===== src/verilog/mode_cfg_pkg.sv =====
// mode_cfg_pkg: field layout, codes and timing for the mode register logic
// assumes a single sys_clk domain at 25 MHz
package mode_cfg_pkg;

  // ==========================================================================
  // mode register fields
  localparam int BURST_LEN_LSB  = 0;
  localparam int BURST_TYPE_BIT = 3;
  localparam int LATENCY_LSB    = 4;
  localparam int OPMODE_LSB     = 7;
  localparam int WRITE_MODE_BIT = 9;
  localparam int ADDR_W         = 13;
  localparam int COL_W          = 9;
  localparam int EXT_W          = 7;

  // ==========================================================================
  // codes
  localparam logic [2:0] BL_CODE_1    = 3'h0;
  localparam logic [2:0] BL_CODE_2    = 3'h1;
  localparam logic [2:0] BL_CODE_4    = 3'h2;
  localparam logic [2:0] BL_CODE_8    = 3'h3;
  localparam logic [2:0] BL_CODE_PAGE = 3'h7;
  localparam logic [2:0] LAT_CODE_2   = 3'h2;
  localparam logic [2:0] LAT_CODE_3   = 3'h3;
  localparam logic [1:0] OPMODE_NORMAL = 2'h0;

  // ==========================================================================
  // reset values (contents are undefined at power-up; these are merely safe)
  localparam logic [ADDR_W-1:0] MODE_RESET = 13'h0021;
  localparam logic [EXT_W-1:0]  EXT_RESET  = 7'h00;

  // ==========================================================================
  // command encoding {cs_n, ras_n, cas_n, we_n}
  localparam logic [3:0] CMD_LOAD  = 4'h0;
  localparam logic [3:0] CMD_READ  = 4'h5;
  localparam logic [3:0] CMD_WRITE = 4'h4;
  localparam logic [3:0] CMD_TERM  = 4'h6;

  // bank select for load
  localparam logic [1:0] BANK_SEL_MODE = 2'h0;
  localparam logic [1:0] BANK_SEL_EXT  = 2'h2;

  typedef enum logic [1:0] {
    BURST_IDLE = 2'b01,
    BURST_RUN  = 2'b10
  } burst_state_t;

endpackage : mode_cfg_pkg


===== src/verilog/mode_burst_ctrl.sv =====
// mode_burst_ctrl: mode and extended setup registers plus burst column sequencer
// assumes command pins are registered by the caller on sys_clk
//
// Notes on behaviour
// RULE_01 - mode register changes only on a registered load command
// RULE_02 - bits 2:0 length, 3 type, 6:4 latency, 8:7 opmode, 9 write mode
// RULE_03 - controller zeroes bit 10 and up, including select bits
// RULE_04 - controller loads only with banks idle, then waits mode_load_wait
// RULE_05 - lengths 1,2,4,8 both types; page burst sequential only
// RULE_06 - page burst runs until burst terminate
// RULE_07 - fixed burst wraps within block set by upper column bits
// RULE_08 - page burst increments column and wraps at page end
// RULE_09 - type bit zero sequential, one interleaved
// RULE_10 - sequential adds counter to start, interleaved xors counter
// RULE_11 - read latency two or three; other codes reserved
// RULE_12 - drive off edge n+m-1, data valid by edge n+m
// RULE_13 - normal operation only with opmode bits zero
// RULE_14 - write mode bit set makes writes single location
// RULE_15 - load with bank 2'b10 writes extended setup register
// RULE_16 - controller zeroes extended bits 7 and up
// RULE_17 - controller loads extended register only when idle, then waits
// RULE_18 - extended settings survive deepest sleep state
// RULE_19 - temp_comp_refresh_bits ignored; sensor sets refresh rate
// RULE_20 - controller never programs reserved codes; the bench loads some through mem_ctrl_model
// RULE_21 - load captures address present at the same edge
`timescale 1ns/1ps
module mode_burst_ctrl
  import mode_cfg_pkg::*;
(
  input  wire logic                        sys_clk,
  input  wire logic                        reset,
  input  wire logic                        clk_en,
  input  wire logic [3:0]                  cmd,
  input  wire logic [1:0]                  bank_addr,
  input  wire logic [mode_cfg_pkg::ADDR_W-1:0] addr,
  input  wire logic                        sleep_exit,
  output logic [mode_cfg_pkg::ADDR_W-1:0]  mode_value,
  output logic [mode_cfg_pkg::EXT_W-1:0]   ext_value,
  output logic [2:0]                       burst_len_field,
  output logic                             interleaved,
  output logic [2:0]                       read_latency_field,
  output logic                             mode_normal,
  output logic                             mode_reserved,
  output logic                             single_write,
  output logic                             burst_active,
  output logic                             burst_is_write,
  output logic [mode_cfg_pkg::COL_W-1:0]   burst_col,
  output logic                             dq_drive_start,
  output logic                             dq_data_valid
);
  import mode_cfg_pkg::*;

  // ==========================================================================
  // helpers
  function automatic logic [3:0] burst_mask(input logic [2:0] code);
    unique case (code)
      BL_CODE_2: burst_mask = 4'h1;
      BL_CODE_4: burst_mask = 4'h3;
      BL_CODE_8: burst_mask = 4'h7;
      default:   burst_mask = 4'h0;
    endcase
  endfunction : burst_mask

  function automatic logic [COL_W-1:0] order_col(input logic [COL_W-1:0] start,
                                                 input logic [3:0] cnt,
                                                 input logic [3:0] mask,
                                                 input logic ilv);
    logic [2:0] low;
    low = ilv ? (start[2:0] ^ cnt[2:0]) : 3'(start[2:0] + cnt[2:0]); // RULE_10
    order_col = (start & ~COL_W'(mask)) | (COL_W'(low) & COL_W'(mask)); // RULE_07
  endfunction : order_col

  // ==========================================================================
  // mode and extended setup registers
  logic [ADDR_W-1:0] mode_r, mode_nxt;
  logic [EXT_W-1:0]  ext_r, ext_nxt;
  logic              load_cmd;

  assign load_cmd = (cmd == CMD_LOAD);

  always_comb
  begin
    mode_nxt = mode_r;
    ext_nxt  = ext_r;
    if (load_cmd && bank_addr == BANK_SEL_MODE)
      mode_nxt = addr; // RULE_01 RULE_21
    if (load_cmd && bank_addr == BANK_SEL_EXT)
      ext_nxt = addr[EXT_W-1:0]; // RULE_15
  end

  // sleep_exit does not touch ext_r: settings persist through deep sleep
  always_ff @(posedge sys_clk)
  begin
    if (reset)
    begin
      mode_r <= MODE_RESET;
      ext_r  <= EXT_RESET;
    end
    else if (clk_en)
    begin
      mode_r <= mode_nxt;
      ext_r  <= ext_nxt; // RULE_18
    end
  end

  assign mode_value         = mode_r;
  assign ext_value          = ext_r; // RULE_19
  assign burst_len_field    = mode_r[BURST_LEN_LSB +: 3]; // RULE_02
  assign interleaved        = mode_r[BURST_TYPE_BIT]; // RULE_09
  assign read_latency_field = mode_r[LATENCY_LSB +: 3];
  assign single_write       = mode_r[WRITE_MODE_BIT];
  assign mode_normal        = (mode_r[OPMODE_LSB +: 2] == OPMODE_NORMAL); // RULE_13

  logic len_ok, lat_ok;
  // page burst with interleaved type is unsupported
  assign len_ok = (burst_mask(burst_len_field) != 4'h0) || burst_len_field == BL_CODE_1 ||
                  (burst_len_field == BL_CODE_PAGE && !interleaved); // RULE_05
  assign lat_ok = (read_latency_field == LAT_CODE_2) ||
                  (read_latency_field == LAT_CODE_3); // RULE_11
  assign mode_reserved = !(len_ok && lat_ok && mode_normal);

  // ==========================================================================
  // burst sequencer
  burst_state_t      state_r, state_nxt;
  logic [COL_W-1:0]  start_r, start_nxt;
  logic [3:0]        cnt_r, cnt_nxt;
  logic [3:0]        mask_r, mask_nxt;
  logic              page_r, page_nxt;
  logic              ilv_r, ilv_nxt;
  logic              wr_r, wr_nxt;
  logic              is_rd, is_wr, starts;
  logic [3:0]        new_mask;
  logic              new_page;

  assign is_rd  = (cmd == CMD_READ);
  assign is_wr  = (cmd == CMD_WRITE);
  assign starts = (is_rd || is_wr) && !mode_reserved;
  // writes become single location when write mode bit is set
  assign new_mask = (is_wr && single_write) ? 4'h0 : burst_mask(burst_len_field); // RULE_14
  assign new_page = !(is_wr && single_write) && burst_len_field == BL_CODE_PAGE;

  always_comb
  begin
    state_nxt = state_r;
    start_nxt = start_r;
    cnt_nxt   = cnt_r;
    mask_nxt  = mask_r;
    page_nxt  = page_r;
    ilv_nxt   = ilv_r;
    wr_nxt    = wr_r;
    if (starts)
    begin
      // a new command truncates any burst in progress
      state_nxt = BURST_RUN;
      start_nxt = addr[COL_W-1:0];
      cnt_nxt   = 4'h0;
      mask_nxt  = new_mask;
      page_nxt  = new_page;
      ilv_nxt   = interleaved;
      wr_nxt    = is_wr;
    end
    else
    begin
      unique case (state_r)
        BURST_IDLE: state_nxt = BURST_IDLE;
        BURST_RUN:
        begin
          if (cmd == CMD_TERM)
            state_nxt = BURST_IDLE; // RULE_06
          else if (page_r)
            start_nxt = COL_W'(start_r + 1'b1); // RULE_08
          else if (cnt_r == mask_r)
            state_nxt = BURST_IDLE;
          else
            cnt_nxt = cnt_r + 4'h1;
        end
        default: state_nxt = BURST_IDLE;
      endcase
    end
  end

  always_ff @(posedge sys_clk)
  begin
    if (reset)
    begin
      state_r <= BURST_IDLE;
      start_r <= '0;
      cnt_r   <= 4'h0;
      mask_r  <= 4'h0;
      page_r  <= 1'b0;
      ilv_r   <= 1'b0;
      wr_r    <= 1'b0;
    end
    else if (clk_en)
    begin
      state_r <= state_nxt;
      start_r <= start_nxt;
      cnt_r   <= cnt_nxt;
      mask_r  <= mask_nxt;
      page_r  <= page_nxt;
      ilv_r   <= ilv_nxt;
      wr_r    <= wr_nxt;
    end
  end

  assign burst_active   = (state_r == BURST_RUN);
  assign burst_is_write = wr_r;
  assign burst_col      = page_r ? start_r : order_col(start_r, cnt_r, mask_r, ilv_r);

  // ==========================================================================
  // read data timing
  read_latency_pipe u_lat (
    .sys_clk    (sys_clk),
    .reset      (reset),
    .clk_en     (clk_en),
    .read_start (is_rd && !mode_reserved),
    .lat_three  (read_latency_field == LAT_CODE_3),
    .drive_start(dq_drive_start),
    .data_valid (dq_data_valid)
  );

  // ==========================================================================
  // checks
  a_mode_hold_stable : assert property (@(posedge sys_clk) disable iff (reset)
    (!load_cmd || !clk_en) |=> $stable(mode_r)) // RULE_01
    else $error("mode register changed without load");

  a_mode_load_capture : assert property (@(posedge sys_clk) disable iff (reset)
    (clk_en && load_cmd && bank_addr == BANK_SEL_MODE) |=> mode_r == $past(addr)) // RULE_21
    else $error("mode register did not capture address");

  a_ext_load_capture : assert property (@(posedge sys_clk) disable iff (reset)
    (clk_en && load_cmd && bank_addr == BANK_SEL_EXT) |=>
      ext_r == $past(addr[EXT_W-1:0]) && $stable(mode_r)) // RULE_15
    else $error("extended register load wrong");

  a_ext_sleep_keep : assert property (@(posedge sys_clk) disable iff (reset)
    (sleep_exit && !load_cmd) |=> $stable(ext_r)) // RULE_18
    else $error("extended register lost at sleep exit");

  a_burst8_ends : assert property (@(posedge sys_clk) disable iff (reset)
    (clk_en && starts && new_mask == 4'h7 && !new_page) ##1
      (clk_en && !starts && cmd != CMD_TERM) [*8] |=> !burst_active) // RULE_07
    else $error("burst of eight did not end");

  a_seq_step : assert property (@(posedge sys_clk) disable iff (reset)
    (clk_en && burst_active && !page_r && !ilv_r && !starts && cnt_r != mask_r
      && cmd != CMD_TERM) |=>
      !clk_en || burst_col[2:0] == ((3'($past(burst_col[2:0]) + 3'h1) & mask_r[2:0])
      | ($past(burst_col[2:0]) & ~mask_r[2:0]))) // RULE_10
    else $error("sequential column step wrong");

  a_page_wrap : assert property (@(posedge sys_clk) disable iff (reset)
    (clk_en && burst_active && page_r && !starts && cmd != CMD_TERM) |=>
      burst_col == COL_W'($past(burst_col) + 1'b1)) // RULE_08
    else $error("page burst did not advance");

  a_term_stops : assert property (@(posedge sys_clk) disable iff (reset)
    (clk_en && burst_active && cmd == CMD_TERM && !starts) |=> !burst_active) // RULE_06
    else $error("terminate did not stop burst");

  a_single_write : assert property (@(posedge sys_clk) disable iff (reset)
    (clk_en && is_wr && single_write && !mode_reserved) ##1
      (clk_en && !starts) |=> !burst_active) // RULE_14
    else $error("single write ran longer than one");

  a_no_ilv_page : assert property (@(posedge sys_clk) disable iff (reset)
    (burst_len_field == BL_CODE_PAGE && interleaved) |-> mode_reserved) // RULE_05
    else $error("interleaved page burst accepted");

  a_lat_reserved : assert property (@(posedge sys_clk) disable iff (reset)
    (read_latency_field != LAT_CODE_2 && read_latency_field != LAT_CODE_3)
      |-> mode_reserved) // RULE_11
    else $error("reserved latency accepted");

  a_read_latency : assert property (@(posedge sys_clk) disable iff (reset)
    (clk_en && is_rd && !mode_reserved && read_latency_field == LAT_CODE_2)
      ##1 clk_en ##1 clk_en |-> dq_data_valid) // RULE_12
    else $error("read data not valid at latency two");

endmodule : mode_burst_ctrl


===== src/verilog/read_latency_pipe.sv =====
// read_latency_pipe: delays a read strobe by the programmed latency
// assumes the latency code has been validated as 2 or 3 by the caller
`timescale 1ns/1ps
module read_latency_pipe
  import mode_cfg_pkg::*;
(
  input  wire logic       sys_clk,
  input  wire logic       reset,
  input  wire logic       clk_en,
  input  wire logic       read_start,
  input  wire logic       lat_three,
  output logic            drive_start,
  output logic            data_valid
);
  import mode_cfg_pkg::*;

  logic [2:0] pipe_r;
  logic [2:0] pipe_nxt;

  always_comb
  begin
    pipe_nxt = {pipe_r[1:0], read_start};
  end

  always_ff @(posedge sys_clk)
  begin
    if (reset)
      pipe_r <= 3'h0;
    else if (clk_en)
      pipe_r <= pipe_nxt;
  end

  // drive begins one edge before data is valid
  assign drive_start = lat_three ? pipe_r[1] : pipe_r[0]; // RULE_12
  assign data_valid  = lat_three ? pipe_r[2] : pipe_r[1]; // RULE_12

  a_drive_before_valid : assert property (@(posedge sys_clk) disable iff (reset)
    (clk_en && drive_start) |=> (!clk_en || data_valid)) // RULE_12
    else $error("data valid did not follow drive start");

endmodule : read_latency_pipe

===== config.mk =====
export PLATFORM = sky130hd
export DESIGN_NAME = mode_burst_ctrl
export DESIGN_NICKNAME = d
export VERILOG_FILES = /design/src/verilog/mode_cfg_pkg.sv /design/src/verilog/mode_burst_ctrl.sv /design/src/verilog/read_latency_pipe.sv
export SDC_FILE = /design/constraint.sdc
export NUM_CORES = 1
export LEC_CHECK = 0
export BUFFER_PORTS_ARGS = -buffer_cell sky130_fd_sc_hd__buf_4
export CORE_UTILIZATION = 42
export CTS_CLUSTER_SIZE = 14
export DETAILED_ROUTE_END_ITERATION = 8
export PLACE_DENSITY = 0.78
export SLEW_MARGIN = 5
export SYNTH_ARGS = -nofsm -noshare
export SYNTH_HDL_FRONTEND = slang
export SYNTH_SLANG_ARGS = --single-unit
export TNS_END_PERCENT = 100

===== constraint.sdc =====
create_clock -name sys_clk -period 3.7 [get_ports sys_clk]
set_clock_uncertainty 0.1 [all_clocks]
set_input_delay 0.37 -clock sys_clk [delete_from_list [all_inputs] [get_ports sys_clk]]
set_output_delay 0.37 -clock sys_clk [all_outputs]
set_load 0.03 [all_outputs]

# Word-level counts from Yosys, hierarchy flattened
# Cells that the tools add are included.
# W data, S select, Z words.
# word_totals
register_bits,45
input_bits,23
output_inout_bits,43
# classes
add_sub_neg,3
eq_ne,17
n_mux,20
bitwise_logic,5
n_reduce_logical,29
# ops
operator,count
$mux W9,5
$mux W4,6
$eq A3 B2 Y1 const B,4
$eq A4 B3 Y1 const B,3
$mux W2,5
$add A9 B1 Y9 const B,1
$and A9 B9 Y9,1
$logic_and A1 B1 Y1,9
$not A4 Y9,1
$or A9 B4 Y9,1
$pmux W3 S3,1
$reduce_and A2 Y1,3
$reduce_and A5 Y1,1
$add A4 B1 Y4 const B,1
$and A3 B4 Y4,1
$eq A2 B2 Y1 const B,2
$eq A4 B4 Y1,1
$logic_not A2 Y1,2
$logic_not A4 Y1,1
$logic_or A1 B1 Y1,4
$ne A2 B2 Y1 const B,2
$ne A4 B1 Y1 const B,1
$ne A4 B2 Y1 const B,1
$reduce_and A4 Y1,1
other kinds (12),16

# Longest topological paths before layout
# logic_depth
word_depth,10
ltp_mapped,7
mapped_depth_nobuf,7

# By module
# From an unflattened synthesis, not the netlist that was laid out.
# hier_totals
cells_unflattened,270
area_unflattened_um2,2443.6
# modules_own_cells
mod,instances,cells_each,area_per_inst_um2,seq_area_each_um2
mode_burst_ctrl,1,259,2319.7,820.8
read_latency_pipe,1,11,123.9,60.1

# Worst setup path before layout
# OpenSTA, ideal clock, no wires.
# synth_timing
kind,reg2out
start,register cnt_r[0]
end,output port burst_col[2] (netlist bit)
t_arrival_ns,1.767
path_slack_ns,1.463
path_stages_with_launch,8
cell_sequence,dfxtp_1 > ha_1 > inv_1 > fa_1 > nor2_1 > xnor2_1 > nor3b_1 > xnor2_1
# synth_via
elab_chain_cells,5
# synth_rtl
item,line_no,rtl
start: declaration,mode_burst_ctrl.sv:126,"logic [3:0] cnt_r, cnt_nxt;"
start signal: assignment,mode_burst_ctrl.sv:198,cnt_r <= cnt_nxt;
$add A3 B3 Y3,mode_burst_ctrl.sv:69,low = ilv ? (start[2:0] ^ cnt[2:0]) : 3'(start[2:0] + cnt[2:0]);
$mux W3,mode_burst_ctrl.sv:69,
$and A3 B4 Y4,mode_burst_ctrl.sv:70,order_col = (start & ~COL_W'(mask)) | (COL_W'(low) & COL_W'(mask));
$or A9 B4 Y9,mode_burst_ctrl.sv:70,
$mux W9,mode_burst_ctrl.sv:208,"assign burst_col = page_r ? start_r : order_col(start_r, cnt_r, mask_r, ilv_r);"
end: declaration,mode_burst_ctrl.sv:47,"output logic [mode_cfg_pkg::COL_W-1:0] burst_col,"
# Every way passes these cells.

# Worst setup path after layout
# layout_timing
start,register start_r[0]
end,output port burst_col[2] (netlist bit)
# layout_via
elab_chain_cells,5
# layout_rtl
item,line_no,rtl
start: declaration,mode_burst_ctrl.sv:125,"logic [COL_W-1:0] start_r, start_nxt;"
start signal: assignment,mode_burst_ctrl.sv:197,start_r <= start_nxt;
$add A3 B3 Y3,mode_burst_ctrl.sv:69,
$mux W3,mode_burst_ctrl.sv:69,
$and A3 B4 Y4,mode_burst_ctrl.sv:70,
$or A9 B4 Y9,mode_burst_ctrl.sv:70,
$mux W9,mode_burst_ctrl.sv:208,
# Every way passes these cells.

==> flow_summary.json <==
{
  "antennaDiodeCount": 0,
  "cpMostUsedCell": "xnor2_1",
  "routed_wl_um": 5640,
  "min_from": "addr[5]",
  "yosysUniqueCellTypes": 53,
  "outcome": "completed",
  "layout.cells.non_filler": 387,
  "hold_path_end": "mode_value[5]",
  "ff2ff_path_depth": 4,
  "fin_crit_sh_pct": 68.3,
  "synth_edf_count": 0,
  "path_max_fanout": 6,
  "cts_setup_buffers": 0,
  "setup_tns_ps": 0,
  "power.switching_mw": 0.213,
  "hold_path_depth": 2,
  "clkTransAtPathRegs_ps": 80,
  "mostFrequentLayoutCells": "buf_4, dfxtp_1, nor2_1, mux2i_1, a21oi_1",
  "avgViaCountPerCell": 5.55,
  "ys_seq_area_share_pct": 36.7,
  "grt_overflow": 0,
  "dp_cells": 379,
  "drc": 0,
  "start_kind": "register",
  "grt_usage_pct": 19.3,
  "gp_congestion": 0.833,
  "grt_pass1_vias": 1917,
  "max-slew-margin-rel_pct": 51.8,
  "dr.max_layer_used": "met4",
  "p_sw_share_pct": 23.0,
  "setup_viol": 0,
  "final_max_slew_viol_count": 0,
  "grt_max_degree": 45,
  "drt_pre_antenna_iters": 4,
  "worst_pin_slew_ps": 713,
  "leakage_nw": 1.20,
  "vias": 2146,
  "pwr-share-clk_pct": 38.9,
  "period_needed_ps": 2530,
  "fmax_mhz": 396,
  "peakVddDrop_mv": 0.158,
  "path_cells": "ha_1, inv_1, fa_1, nor2_1, xnor2_1, nor3b_1, xnor2_1, buf_4",
  "cpMaxStageDelayCell": "dfxtp_1",
  "fin_ws_ps": 1170,
  "cts.sinks": 44,
  "syn_inst": 266,
  "ys.flop_type": "dfxtp_1",
  "critical_path.top_delay_family": "adder cells",
  "wl_met1_um": 2460,
  "clk-insertion-delay-late_ps": 300,
  "crit_type": "register to primary output",
  "final_hold_viol_count": 0,
  "rows": 27,
  "grt_first_pass_wirelength_um": 9290,
  "grt_antenna_before_repair": 0,
  "cp.arrival_ps": 2060,
  "async_flop_share_pct": 0,
  "yosys_warnings": 0,
  "postCtsHoldBufs": 0,
  "cts_max_level": 2,
  "met2WireLength_um": 2850,
  "wl_per_cell_um": 14.6,
  "power_mw": 0.926,
  "fillers": 515,
  "hp-class": "primary input to register",
  "syn_nets": 294,
  "fp.coreArea_um2": 5510,
  "drv_cap": 0,
  "crit-reg2reg-launch": "mode_value[6]",
  "root_buffer": "clkbuf_8",
  "critPathCaptureType": "primary output",
  "power_density_nw_per_um2": 315,
  "die_h_um": 77.6,
  "comb_power_share_pct": 9.0,
  "cts_buffers": 5,
  "area_delta_synth_final_pct": 22.7,
  "rsz0062_at_grt": "false",
  "ant_nets": 0,
  "dieArea_um2": 6020,
  "p_int_mw": 0.713,
  "regToRegEndpoint": "start_r[2]",
  "required_ps": 3230,
  "crit_buf_inv": 2,
  "port_buffers": 64,
  "layout-drive-gt1-share_pct": 26.0,
  "cts_tree": "done",
  "p_seq_share_pct": 52.1,
  "max_stage_delay_ps": 430,
  "ys_seq_elements": 44,
  "initial_core_util_pct": 43.6,
  "drt_iter0_drc": 190,
  "die_x_um": 77.6,
  "avgSynthCellArea_um2": 9.02,
  "cts-resized-gates": 0,
  "clock_path_buffers": 2,
  "dp_hpwl_um": 4190,
  "wl_met3_um": 264,
  "post-place-ws_ps": 1380,
  "syn_area_um2": 2400,
  "ios": 66,
  "final_common_cell": "buf_4",
  "r2r_slack_ps": 1540,
  "nets": 342
}
kinds of logic (layout without fill, tap and decap cells):
group	count (synthesis)	after routing	share of synthesized area, %
AO/OA/AOI/OAI	49	49	15.0
XOR/XNOR	5	5	1.83
adder cells (fa/ha/maj)	5	5	2.92
buffers and inverters	39	88	8.56
flip-flops	44	44	36.7
multiplexers	29	29	12.3
AND/OR/NAND/NOR	95	95	22.7
Yosys cell counts (all sizes together), types with 4 or more instances:
library cell	instances	area, um^2
a21oi	16	80.1
a31oi	4	25.0
buf	19	130
clkbuf	7	26.3
dfxtp	44	881
ha	4	50.1
inv	12	45.1
mux2i	26	260
nand2	13	48.8
nand3	12	60.1
nand3b	4	30.0
nand4	4	25.0
nor2	28	105
nor2b	4	25.0
o211ai	5	42.5
o32ai	4	35.0
or4	9	71.3
xnor2	5	43.8
sequential cells by signal, indices dropped and copies added, names as in the netlist:
| register | count |
|---|---|
| ilv_r | 1 |
| cnt_r | 4 |
| start_r | 9 |
| u_lat.pipe_r | 3 |
| mode_value | 13 |
| state_r | 2 |
| page_r | 1 |
| mask_r | 3 |
| burst_is_write | 1 |
| ext_value | 7 |
layer usage:
layer | vias up | global-route usage [%]
li1 | 1057 | -
met1 | 1028 | 24.5
met2 | 56 | 32.2
met3 | 5 | 3.88
met4 | 0 | 7.17
met5 | - | 0
worst max-delay path by stage:
| stage | startpoint | end | slack (ps) | depth (start not counted) |
|---|---|---|---|---|
| global placement | cmd[1] | ext_value[4] | 1420 | 5 |
| CTS | cnt_r[0] | burst_col[2] | 1150 | 8 |
| detailed placement | cmd[1] | ext_value[6] | 1380 | 5 |
| finish | start_r[0] | burst_col[2] | 1170 | 8 |
| global route | cnt_r[0] | burst_col[2] | 1060 | 8 |
| floorplan | cnt_r[0] | burst_col[2] | 1460 | 7 |
power by group through the flow:
stage | combinational (mW) | sequential, mW | clock [mW]
2_1_floorplan | 0.0438 | 0.495 | 0
3_3_place_gp | 0.0821 | 0.493 | 0
3_5_place_dp | 0.0832 | 0.493 | 0
4_1_cts | 0.0835 | 0.482 | 0.368
5_1_grt | 0.0896 | 0.483 | 0.389
6_report | 0.0834 | 0.482 | 0.361
area by class of cell:
cell class / instances / area (um^2) / area share [%]
inverter: 13 / 48.8 / 1.66
tap: 72 / 90.1 / 3.06
clock inverter: 2 / 35.0 / 1.19
clock buffer: 6 / 72.6 / 2.47
sequential: 44 / 881 / 29.9
timing repair buffer: 67 / 503 / 17.1
multi-input combinational: 183 / 1310 / 44.6
per-stage QoR:
stage                     hold WS (ps)  cell area (um^2)  util, %
final                              204              2940     53.4
after global routing               196              2940     53.4
after CTS                          196              2940     53.4
after detailed placement           358              2840     51.5
after global placement             361              2840     51.5
after floorplan                    342              2400        -
Power figures use the tool's default switching activity.
